`config.mk`:
```
export PLATFORM = sky130hd
export DESIGN_NAME = remote_io_table_master
export DESIGN_NICKNAME = d
export VERILOG_FILES = /design/src/verilog/rio_table_pkg.sv /design/src/verilog/slave_table_mem.sv /design/src/verilog/remote_io_table_master.sv
export SDC_FILE = /design/constraint.sdc
export NUM_CORES = 1
export LEC_CHECK = 0
export ABC_AREA = 1
export BUFFER_PORTS_ARGS = -buffer_cell sky130_fd_sc_hd__buf_4
export CAP_MARGIN = 20
export CELL_PAD_IN_SITES_DETAIL_PLACEMENT = 2
export CELL_PAD_IN_SITES_GLOBAL_PLACEMENT = 2
export CORE_MARGIN = 8
export CORE_UTILIZATION = 30
export CTS_BUF_LIST = sky130_fd_sc_hd__clkbuf_8
export CTS_CLUSTER_DIAMETER = 120
export DETAILED_ROUTE_END_ITERATION = 6
export PLACE_DENSITY = 0.69
export SYNTH_ARGS = -nofsm -noshare
export SYNTH_HDL_FRONTEND = slang
export SYNTH_SLANG_ARGS = --single-unit
```
`constraint.sdc`:
```
create_clock -name i_clk_sys -period 6.84 [get_ports i_clk_sys]
set_input_delay 1.368 -clock i_clk_sys [delete_from_list [all_inputs] [get_ports i_clk_sys]]
set_output_delay 1.368 -clock i_clk_sys [all_outputs]
set_load 0.03 [all_outputs]
```
`src/verilog/rio_table_pkg.sv`:
```
// constants and carrier types for the remote i/o table master
package rio_table_pkg;
   localparam int          WORD_W         = 16;
   localparam int          ADDR_W         = 16;
   localparam int          STN_W          = 3;
   localparam int          IDX_W          = 5;
   localparam int          MAX_SLAVES     = 7;
   localparam int          PTS_W          = 17;
   localparam logic [4:0]  TABLE_LAST_IDX = 5'h1f;   // 32 words, last at index 31
   localparam logic [4:0]  HDR_WORDS      = 5'h04;   // reserved header words
   localparam logic [1:0]  GROUP_LAST     = 2'h3;    // fourth word of a group
   localparam logic [1:0]  WORD_IN_CNT    = 2'h1;
   localparam logic [1:0]  WORD_OUT_CNT   = 2'h3;
   localparam logic [16:0] MAX_POINTS     = 17'h00800; // 2048 points per channel
   localparam logic [15:0] DEFAULT_BASE   = 16'h3fc0;  // pointer example 37700 octal
   localparam logic [2:0]  MASTER_STATION = 3'h0;
   localparam logic [2:0]  STN_NONE       = 3'h0;

   typedef struct packed {
      logic [15:0] in_addr;
      logic [15:0] in_count;
      logic [15:0] out_addr;
      logic [15:0] out_count;
   } slave_cfg_t;

   typedef struct packed {
      logic [2:0] station;
      slave_cfg_t cfg;
   } poll_req_t;
endpackage

```
`src/verilog/slave_table_mem.sv`:
```
// seven-entry slave description store with registered read
`timescale 1ns/10ps
module slave_table_mem
(
   // clock and reset
   input  wire logic                    i_clk_sys,
   input  wire logic                    i_rst,
   // write side
   input  wire logic                    i_wr_en,
   input  wire logic [2:0]              i_wr_addr,
   input  wire rio_table_pkg::slave_cfg_t i_wr_data,
   // read side
   input  wire logic [2:0]              i_rd_addr,
   output rio_table_pkg::slave_cfg_t    o_rd_data
);
   import rio_table_pkg::*;

   slave_cfg_t mem [0:MAX_SLAVES-1];
   slave_cfg_t rd_reg;

   assign o_rd_data = rd_reg;

   // array left without reset; only entries written at load are ever read
   always_ff @(posedge i_clk_sys)
   begin
      if (i_wr_en)
      begin
         mem[i_wr_addr] <= i_wr_data;
      end
   end

   always_ff @(posedge i_clk_sys or posedge i_rst)
   begin
      if (i_rst)
      begin
         rd_reg <= '0;
      end
      else
      begin
         // no station selected reads as zero instead of an entry past the end
         if (i_rd_addr < 3'(MAX_SLAVES))
         begin
            rd_reg <= mem[i_rd_addr];
         end
         else
         begin
            rd_reg <= '0;
         end
      end
   end
endmodule

```
`src/verilog/remote_io_table_master.sv`:
```
// loads the remote i/o configuration table and sequences slave polls
//
// Functional notes
// RULE_01: the table starts at the word address given by the port setup base input.
// RULE_02: the table is read as consecutive four-word groups, one per slave in order.
// RULE_03: the first four words are skipped as reserved, slave one starts at word five.
// RULE_04: the table is read once, never again, and slave data come from that read.
// RULE_05: group words are input start, input count, output start, output count.
// RULE_06: exactly 32 words are read, header plus seven groups ending at the last word.
// RULE_07: software zeroes every word of each unused slave group.
// RULE_08: a group holding any nonzero word marks a present slave, all zero means none.
// RULE_09: software writes the table once at power-up before flagging setup done.
// RULE_10: link work begins when the setup-complete flag becomes set.
// RULE_11: the captured pointer value is the table base, 37700 octal by example.
// RULE_12: this end is link master at station zero, slaves use stations one to seven.
// RULE_13: at most seven slaves and 2048 points are handled on the channel.
// RULE_14: nothing is offered to the link from reset until the flag is seen set.
// RULE_15: only present slaves are polled, in ascending station order each cycle.
`timescale 1ns/10ps
module remote_io_table_master
(
   // clock and reset
   input  wire logic                       i_clk_sys,
   input  wire logic                       i_rst,
   // setup from the program
   input  wire logic [15:0]                i_table_base,
   input  wire logic                       i_setup_complete_flag,
   // word memory read port
   output logic                            o_mem_rd_req,
   output logic [15:0]                     o_mem_addr,
   input  wire logic [15:0]                i_mem_rd_data,
   input  wire logic                       i_mem_rd_valid,
   // link poll request
   output logic                            o_poll_valid,
   output rio_table_pkg::poll_req_t        o_poll,
   input  wire logic                       i_poll_ready,
   // status
   output logic                            o_link_active,
   output logic [6:0]                      o_slave_present,
   output logic                            o_points_over,
   output logic [2:0]                      o_master_station
);
   import rio_table_pkg::*;

   //////////////////////////////////////////////////////////////////////////////
   function automatic logic [2:0] next_station(input logic [6:0] pres,
                                               input logic [2:0] cur);
      logic [2:0] found;
      int         s;
      found = STN_NONE;
      // walk downward so the nearest station after cur wins
      for (int k = MAX_SLAVES; k >= 1; k--)
      begin
         s = ((int'(cur) + k - 1) % MAX_SLAVES) + 1;
         if (pres[s-1])
         begin
            found = 3'(s);
         end
      end
      return found;
   endfunction

   //////////////////////////////////////////////////////////////////////////////
   typedef enum logic [2:0] {
      ST_WAIT_SETUP = 3'h0,
      ST_LOAD_REQ   = 3'h1,
      ST_LOAD_WAIT  = 3'h3,
      ST_FETCH      = 3'h2,
      ST_OFFER      = 3'h6,
      ST_NO_SLAVE   = 3'h7
   } state_t;

   state_t      state_reg, state_next;
   logic [4:0]  idx_reg, idx_next;
   logic [15:0] base_reg, base_next;
   logic [47:0] acc_reg, acc_next;
   logic        nz_reg, nz_next;
   logic [6:0]  pres_reg, pres_next;
   logic [16:0] pts_reg, pts_next;
   logic [2:0]  stn_reg, stn_next;
   logic        flag_d_reg;
   logic        active_reg, active_next;
   logic        wr_en;
   logic [2:0]  wr_addr;
   slave_cfg_t  wr_data;
   slave_cfg_t  rd_data;
   logic        flag_rise;

   assign flag_rise        = i_setup_complete_flag && !flag_d_reg;
   assign o_mem_addr       = base_reg + 16'(idx_reg);          // RULE_01
   assign o_mem_rd_req     = (state_reg == ST_LOAD_REQ);
   assign o_poll_valid     = (state_reg == ST_OFFER);          // RULE_14
   assign o_poll.station   = stn_reg;
   assign o_poll.cfg       = rd_data;
   assign o_link_active    = active_reg;
   assign o_slave_present  = pres_reg;
   assign o_points_over    = (pts_reg > MAX_POINTS);           // RULE_13
   assign o_master_station = MASTER_STATION;                   // RULE_12

   slave_table_mem u_table
   (
      .i_clk_sys (i_clk_sys),
      .i_rst     (i_rst),
      .i_wr_en   (wr_en),
      .i_wr_addr (wr_addr),
      .i_wr_data (wr_data),
      .i_rd_addr (stn_reg - 3'h1),
      .o_rd_data (rd_data)
   );

   //////////////////////////////////////////////////////////////////////////////
   always_comb
   begin
      state_next  = state_reg;
      idx_next    = idx_reg;
      base_next   = base_reg;
      acc_next    = acc_reg;
      nz_next     = nz_reg;
      pres_next   = pres_reg;
      pts_next    = pts_reg;
      stn_next    = stn_reg;
      active_next = active_reg;
      wr_en       = 1'b0;
      wr_addr     = idx_reg[4:2] - 3'h1;
      wr_data     = {acc_reg, i_mem_rd_data};                  // RULE_05
      unique case (state_reg)
         ST_WAIT_SETUP:
         begin
            // the table is only trusted once the program flags it written
            if (flag_rise)                                      // RULE_10
            begin
               base_next  = i_table_base;                       // RULE_11
               idx_next   = '0;
               state_next = ST_LOAD_REQ;                        // RULE_04
            end
         end
         ST_LOAD_REQ:
         begin
            state_next = ST_LOAD_WAIT;
         end
         ST_LOAD_WAIT:
         begin
            if (i_mem_rd_valid)
            begin
               if (idx_reg >= HDR_WORDS)                        // RULE_03
               begin
                  acc_next = {acc_reg[31:0], i_mem_rd_data};    // RULE_02
                  nz_next  = nz_reg || (i_mem_rd_data != '0);
                  // adding stops once over the limit so the sum can never wrap
                  if ((idx_reg[1:0] == WORD_IN_CNT || idx_reg[1:0] == WORD_OUT_CNT)
                      && pts_reg <= MAX_POINTS)
                  begin
                     pts_next = pts_reg + PTS_W'(i_mem_rd_data);
                  end
                  if (idx_reg[1:0] == GROUP_LAST)
                  begin
                     wr_en   = 1'b1;
                     nz_next = 1'b0;
                     pres_next[wr_addr] = nz_reg || (i_mem_rd_data != '0); // RULE_08
                  end
               end
               if (idx_reg == TABLE_LAST_IDX)                   // RULE_06
               begin
                  active_next = 1'b1;
                  stn_next    = next_station(pres_next, STN_NONE);
                  state_next  = (stn_next == STN_NONE) ? ST_NO_SLAVE : ST_FETCH;
               end
               else
               begin
                  idx_next   = idx_reg + 5'h1;
                  state_next = ST_LOAD_REQ;
               end
            end
         end
         ST_FETCH:
         begin
            state_next = ST_OFFER;
         end
         ST_OFFER:
         begin
            if (i_poll_ready)
            begin
               stn_next   = next_station(pres_reg, stn_reg);    // RULE_15
               state_next = ST_FETCH;
            end
         end
         ST_NO_SLAVE:
         begin
            state_next = ST_NO_SLAVE;
         end
         default:
         begin
            state_next = ST_WAIT_SETUP;
         end
      endcase
   end

   always_ff @(posedge i_clk_sys or posedge i_rst)
   begin
      if (i_rst)
      begin
         state_reg  <= ST_WAIT_SETUP;
         idx_reg    <= '0;
         base_reg   <= DEFAULT_BASE;
         acc_reg    <= '0;
         nz_reg     <= 1'b0;
         pres_reg   <= '0;
         pts_reg    <= '0;
         stn_reg    <= STN_NONE;
         flag_d_reg <= 1'b0;
         active_reg <= 1'b0;
      end
      else
      begin
         state_reg  <= state_next;
         idx_reg    <= idx_next;
         base_reg   <= base_next;
         acc_reg    <= acc_next;
         nz_reg     <= nz_next;
         pres_reg   <= pres_next;
         pts_reg    <= pts_next;
         stn_reg    <= stn_next;
         flag_d_reg <= i_setup_complete_flag;
         active_reg <= active_next;
      end
   end

   //////////////////////////////////////////////////////////////////////////////
   idle_before_flag_a: assert property (@(posedge i_clk_sys) disable iff (i_rst) // RULE_14
      !o_link_active |-> !o_poll_valid)
      else $error("poll offered before setup completed");

   load_start_a: assert property (@(posedge i_clk_sys) disable iff (i_rst) // RULE_10
      (state_reg == ST_WAIT_SETUP && flag_rise) |=> o_mem_rd_req
      && o_mem_addr == $past(i_table_base))
      else $error("table read did not start at flag rise");

   read_once_a: assert property (@(posedge i_clk_sys) disable iff (i_rst) // RULE_04
      o_link_active |-> !o_mem_rd_req)
      else $error("table read again after load");

   addr_in_table_a: assert property (@(posedge i_clk_sys) disable iff (i_rst) // RULE_06
      o_mem_rd_req |-> (o_mem_addr - base_reg) <= 16'(TABLE_LAST_IDX))
      else $error("read outside the 32 word table");

   poll_present_a: assert property (@(posedge i_clk_sys) disable iff (i_rst) // RULE_15
      o_poll_valid |-> o_poll.station != STN_NONE && o_slave_present[o_poll.station - 3'h1])
      else $error("poll of absent slave");

   poll_hold_a: assert property (@(posedge i_clk_sys) disable iff (i_rst) // RULE_15
      o_poll_valid && !i_poll_ready |=> o_poll_valid && $stable(o_poll))
      else $error("poll request dropped or changed while stalled");

   next_offer_a: assert property (@(posedge i_clk_sys) disable iff (i_rst) // RULE_15
      o_poll_valid && i_poll_ready |-> ##1 !o_poll_valid ##1 o_poll_valid)
      else $error("next poll not offered two cycles after accept");

   header_skip_a: assert property (@(posedge i_clk_sys) disable iff (i_rst) // RULE_03
      (state_reg == ST_LOAD_WAIT && i_mem_rd_valid && idx_reg < HDR_WORDS) |=> $stable(pres_reg)
      && !$past(wr_en))
      else $error("reserved header word used as slave data");

   no_slave_quiet_a: assert property (@(posedge i_clk_sys) disable iff (i_rst) // RULE_08
      o_link_active && o_slave_present == '0 |-> !o_poll_valid)
      else $error("poll with no slave present");
endmodule

```
---- Yosys cells after proc, flatten, opt, wreduce, memory -nomap -nowiden ----
Memories as Yosys holds them, arrays and structs flattened.
Cells that the tools add are included.
Widths: inputs -> output; s select.
cells by class
  $lt $le $gt $ge ......................... 13
  reduce and logical (&&, ||, !) cells .... 19
  add/sub/neg operators ................... 33
  multiplexer cells ....................... 67
  equal/unequal tests ..................... 13
  divide/modulo/power cells ............... 7
operators with widths
  operator               count
  $add 32x2->32 const B  7
  $lt 32x5->1 const B    7
  $mod 32x4->32 const B  7
  $sub 32x2->32 const B  7
  $mux 3                 25
  $mux 64                1
  $sub 4x1->5 const B    7
  $mux 7                 4
  $mux 1                 22
  $bmux 1 s3             7
  $pmux 3 s6             1
  $add 17x16->17         1
  $gt 17x12->1 const B   1
  $le 17x12->1 const B   1
  $add 16x5->16          1
  $add 3x3->4 const B    4
  $reduce_bool 16->1     1
  $mux 5                 3
  $reduce_and 4->1       3
  $pmux 5 s2             1
  $reduce_and 3->1       3
  $add 3x2->4 const B    2
  $ne 2x2->1 const B     4
  $bwmux 7               1
  22 further kinds       31
word-level totals
  output and inout bits ................... 97
  bits in writable memories ............... 448
  flip-flop bits (word level) ............. 166
  word-level logic and storage cells ...... 167
  input bits .............................. 37
  memories kept ........................... 1
memory list
  name         depth  width  rd ports  clocked after Yosys merged registers in  write ports  RTL line               text
  u_table.mem  7      64     1         0                                        1            slave_table_mem.sv:18  slave_cfg_t mem [0:MAX_SLAVES-1];

---- Logic depth before layout (Yosys ltp) ----
  word-level depth ........................ 25
  depth in mapped cells ................... 38
  depth with buffers taken out ............ 32

---- Modules after synthesis ----
A second synthesis with hierarchy kept.
second synthesis, totals
  cells, all modules ...................... 2599
  area total of the unflattened synthesis .. 27176.1 sq um
modules (own cells, without submodules)
  module                  times used  cells each  area an instance (sq um)  sequential area each (sq um)
  slave_table_mem         1           1570        19606.3                   15054.4
  remote_io_table_master  1           1029        7569.8                    2562.5

---- Worst setup path after synthesis ----
No wires, ideal clock.
  kind .................................... flip-flop to flip-flop
  from .................................... reg stn_reg[0]
  to ...................................... reg stn_reg[2]
  data required time ...................... 6.722 ns
  buffers on the path ..................... 6
  stages on the path, launching flop included .. 37
  setup time .............................. 0.118 ns
  arrival time ............................ 5.045 ns
  period minus slack after synthesis ...... 5.163 ns
  slack ................................... 1.677 ns
  cell sequence ........................... dfrtp_1 -> buf_6 -> inv_1 -> buf_2 -> clkbuf_1 -> clkbuf_1 -> ha_1 -> nand2_1 -> nand2_4 -> clkbuf_1 -> clkbuf_1 -> ha_1 -> ha_1 -> nor3_1 -> nand3_1 -> nand2_1 -> nand2_2 -> nand2_1 -> xor2_1 -> inv_1 -> ha_1 -> inv_1 -> nand3_1 -> nand2_1 -> nand2_1 -> nand2_1 -> nand2_1 -> nand2_2 -> nand3_1 -> nand2_1 -> inv_1 -> nand2_1 -> nand2_1 -> nand2_1 -> nand2_1 -> nand2_1 -> nand2_1
between the ends
  cells in the longest elaborated chain, start to end .. 17
RTL lines
  item                                        RTL line                       text
  from (decl)                                 remote_io_table_master.sv:80   logic [2:0] stn_reg, stn_next;
  from (signal assigned)                      remote_io_table_master.sv:222  stn_reg <= stn_next;
  $add 3x3->4                                 remote_io_table_master.sv:54   s = ((int'(cur) + k - 1) % MAX_SLAVES) + 1;
  $sub 4x1->5                                 remote_io_table_master.sv:54
  $mod 32x4->32                               remote_io_table_master.sv:54
  $add 32x2->32                               remote_io_table_master.sv:54
  $sub 32x2->32                               remote_io_table_master.sv:55   if (pres[s-1])
  $bmux 1 s3                                  remote_io_table_master.sv:55
  $mux 1 (not written as such) (2 in series)  remote_io_table_master.sv:55
  $mux 3 (6 in series)                        remote_io_table_master.sv:55
  $mux 3 (*)                                  remote_io_table_master.sv:55
  $mux 3 (*)                                  remote_io_table_master.sv:181  if (i_poll_ready)
  $pmux 3 s2 (*)                              remote_io_table_master.sv:126  unique case (state_reg)
Mark *: on every way between the ends. The rest lies on a longest branch, timed or not. The select of a mux whose other input is x is not followed.
A chain may end at the register's enable or synchronous reset.

---- Final worst setup path ----
  from .................................... reg stn_reg[1]
  to ...................................... reg stn_reg[2]
The elaborated chain is that of the path after synthesis.

==> results.cfg <==
[status]
status = complete, no violations

[sta]
setup_violations = 0
min_period_over_period_pct = 76.48
finalHoldViolations = 0
rsz0062_at_grt = false
finalClockSkew_ps = 56.82
slew_violations = 0
worst_slew_pin_slew_ps = 1186
final.setup.tns_ps = 0
whs_ps = 480.4
period_needed_ps = 5231
fmax_mhz = 191.2
relSlewSlack_pct = 20.96

[cells_and_area]
nFillCells = 9100
final_cell_mix = nand2_1, edfxtp_1, inv_1
layout-drive-gt1-share_pct = 14.54
largest_register_ffs = 448
seqCellArea_sq_mm = 0.01762
multiInputGateArea_sq_mm = 0.007661
fin_nets = 2516
area.growth.synth_to_final_pct = 16.83
final_common_cell = nand2_1

[logic_synthesis]
synth.distinct_cells = 54
synthFlopType = edfxtp_1
synth-edff-count = 448
avgSynthCellArea_sq_um = 11.55
netlist_area_sq_mm = 0.02619
syn_inst = 2268
yosys_warnings = 0
synth-seq-cells = 614
synth-seq-area-share_pct = 67.28
synthArstFlopShare_pct = 27.04

[worst_setup_path]
endpoint_kind = register
crit_buf_inv = 5
slowest_delay_ps = 790
critPathMostFrequentCell = nand2_1
path_max_fanout = 76
required_ps = 7420
critical_path_class = reg2reg
cp_top_family = simple AND/OR/NAND/NOR gates
worst_ep_arrival_time_ps = 5810
slowest_stage = inv_4
startpoint_type = register

[die]
die_x_um = 311.4
dieArea_sq_mm = 0.09700
rows = 108
core_region_area_sq_mm = 0.08662
dieHeight_um = 311.4
initial_core_util_pct = 30.23
pin_count = 134

[power_and_ir_drop]
power.leakage_nw = 11.92
powerDensity_mw_per_mm2 = 499.7
vdd_drop_max_v = 0.0002393

[global_routing]
track_usage_pct = 16.78
grt_pass1_wl_um = 127800
antenna_found_initial = 4
grt_pass1_vias = 20940
grt_max_degree = 199
grt_overflow_total = 0

[route]
wire_per_inst_um = 22.87
wl_um = 83690
antenna_left = 0
drc = 0
drt_iter0_drc = 1073
dr.pass1.iters = 5
vias_per_cell = 5.013
via_count = 18350

[placement]
port_buffers = 130
globalplace.congestion = 0.7931
hpwl_um = 51170

[clocking]
cts_buffers = 101
clk_pin_slew_worst_paths_ps = 60
clock_sinks = 614
ctsRootBufferMaster = clkbuf_8
postCtsHoldBufs = 0
cts_resized = 0
cts_buffer_depth = 3
cts_tree = built
clkLatencyLatePin_ps = 730
h-tree-depth = 3
cts_setup_buffers = 0

[min_path]
hold_class = reg2reg

[flow_run]
drv_cap = 0
## worst reg2reg max path, delay by kind of cell, from the launching register on
kind                       cells  cell delay (ps)
buffers and inverters          5             1270
xor gates and xnor gates       1              160
DFF                            1              680
and+or+nand+nor               19             1740
adders and majority gates      4             1270
## area by class of cell
cell class | count | area share (%)
diodes | 1 | 0.008180
well taps | 1155 | 4.724
multi-input cells | 1397 | 25.04
flip-flops and latches | 614 | 57.60
clock inverters | 72 | 1.538
repair buffers | 161 | 4.090
inverters | 145 | 1.828
clock buffers | 115 | 5.174
## worst paths after layout
kind	slack [ps]	from	endpoint	depth (start not counted)
setup / recovery	1610	stn_reg[1]	stn_reg[2]	29
hold / removal	480	base_reg[0]	base_reg[0]	2
hold reg to reg	480	base_reg[0]	base_reg[0]	2
min in group asynchronous	760	i_rst	u_table.o_rd_data[17]	2
max in group asynchronous	4730	i_rst	stn_reg[0]	3
setup reg to reg	1610	stn_reg[1]	stn_reg[2]	29
## metrics by stage
| step | cell area (sq um) | std cells | setup WS (ps) | power [mW] | util (%) |
|---|---|---|---|---|---|
| after global routing | 30590 | 3660 | 1173 | 16.30 | 35.32 |
| final | 30590 | 3660 | 1609 | 15.29 | 35.32 |
| after floorplan | 26190 | 2270 | 995.2 | 9.597 | - |
| after detailed placement | 28490 | 3470 | 1631 | 12.17 | 32.89 |
| after CTS | 30540 | 3657 | 1600 | 15.53 | 35.26 |
| after global placement | 28480 | 3469 | 1890 | 11.77 | 32.89 |
## logic make-up (layout without fill, tap and decap cells)
family | count (synthesis) | in the layout | synth area share, %
other | 1 | 4 | 0.01432
flip-flops | 614 | 614 | 67.28
AO/OA/AOI/OAI | 441 | 441 | 11.58
XOR/XNOR | 33 | 33 | 1.132
AND/OR/NAND/NOR | 861 | 861 | 13.32
buffers and inverters | 259 | 493 | 3.803
adder cells (fa/ha/maj) | 59 | 59 | 2.876
## power breakdown
| part | total, mW | switching (mW) | internal, mW |
|---|---|---|---|
| combinational | 6.73 | 4.59 | 2.14 |
| clock | 3.30 | 1.57 | 1.74 |
| sequential | 5.25 | 0.540 | 4.71 |
| total | 15.3 | 6.70 | 8.59 |
## layer usage
layer  routed length, um  global-route usage, %
met5                   0                      0
met4                2018                  5.214
met3                2344                  2.396
met2               43350                  30.60
met1               35970                  20.30
## synth_stat cells, types with 58 or more instances
cell | instances | share of area [%]
a211oi_1 | 65 | 1.9
a21oi_1 | 95 | 1.8
o21ai_0 | 114 | 2.2
dfrtp_1 | 158 | 15
inv_1 | 136 | 1.9
nand2_1 | 676 | 9.7
a221oi_1 | 63 | 2.1
clkbuf_1 | 98 | 1.4
nand3_1 | 58 | 1.1
a32o_1 | 63 | 2.4
nor2_1 | 67 | 0.96
edfxtp_1 | 448 | 51
No activity file was read; power rests on OpenSTA's default activity.
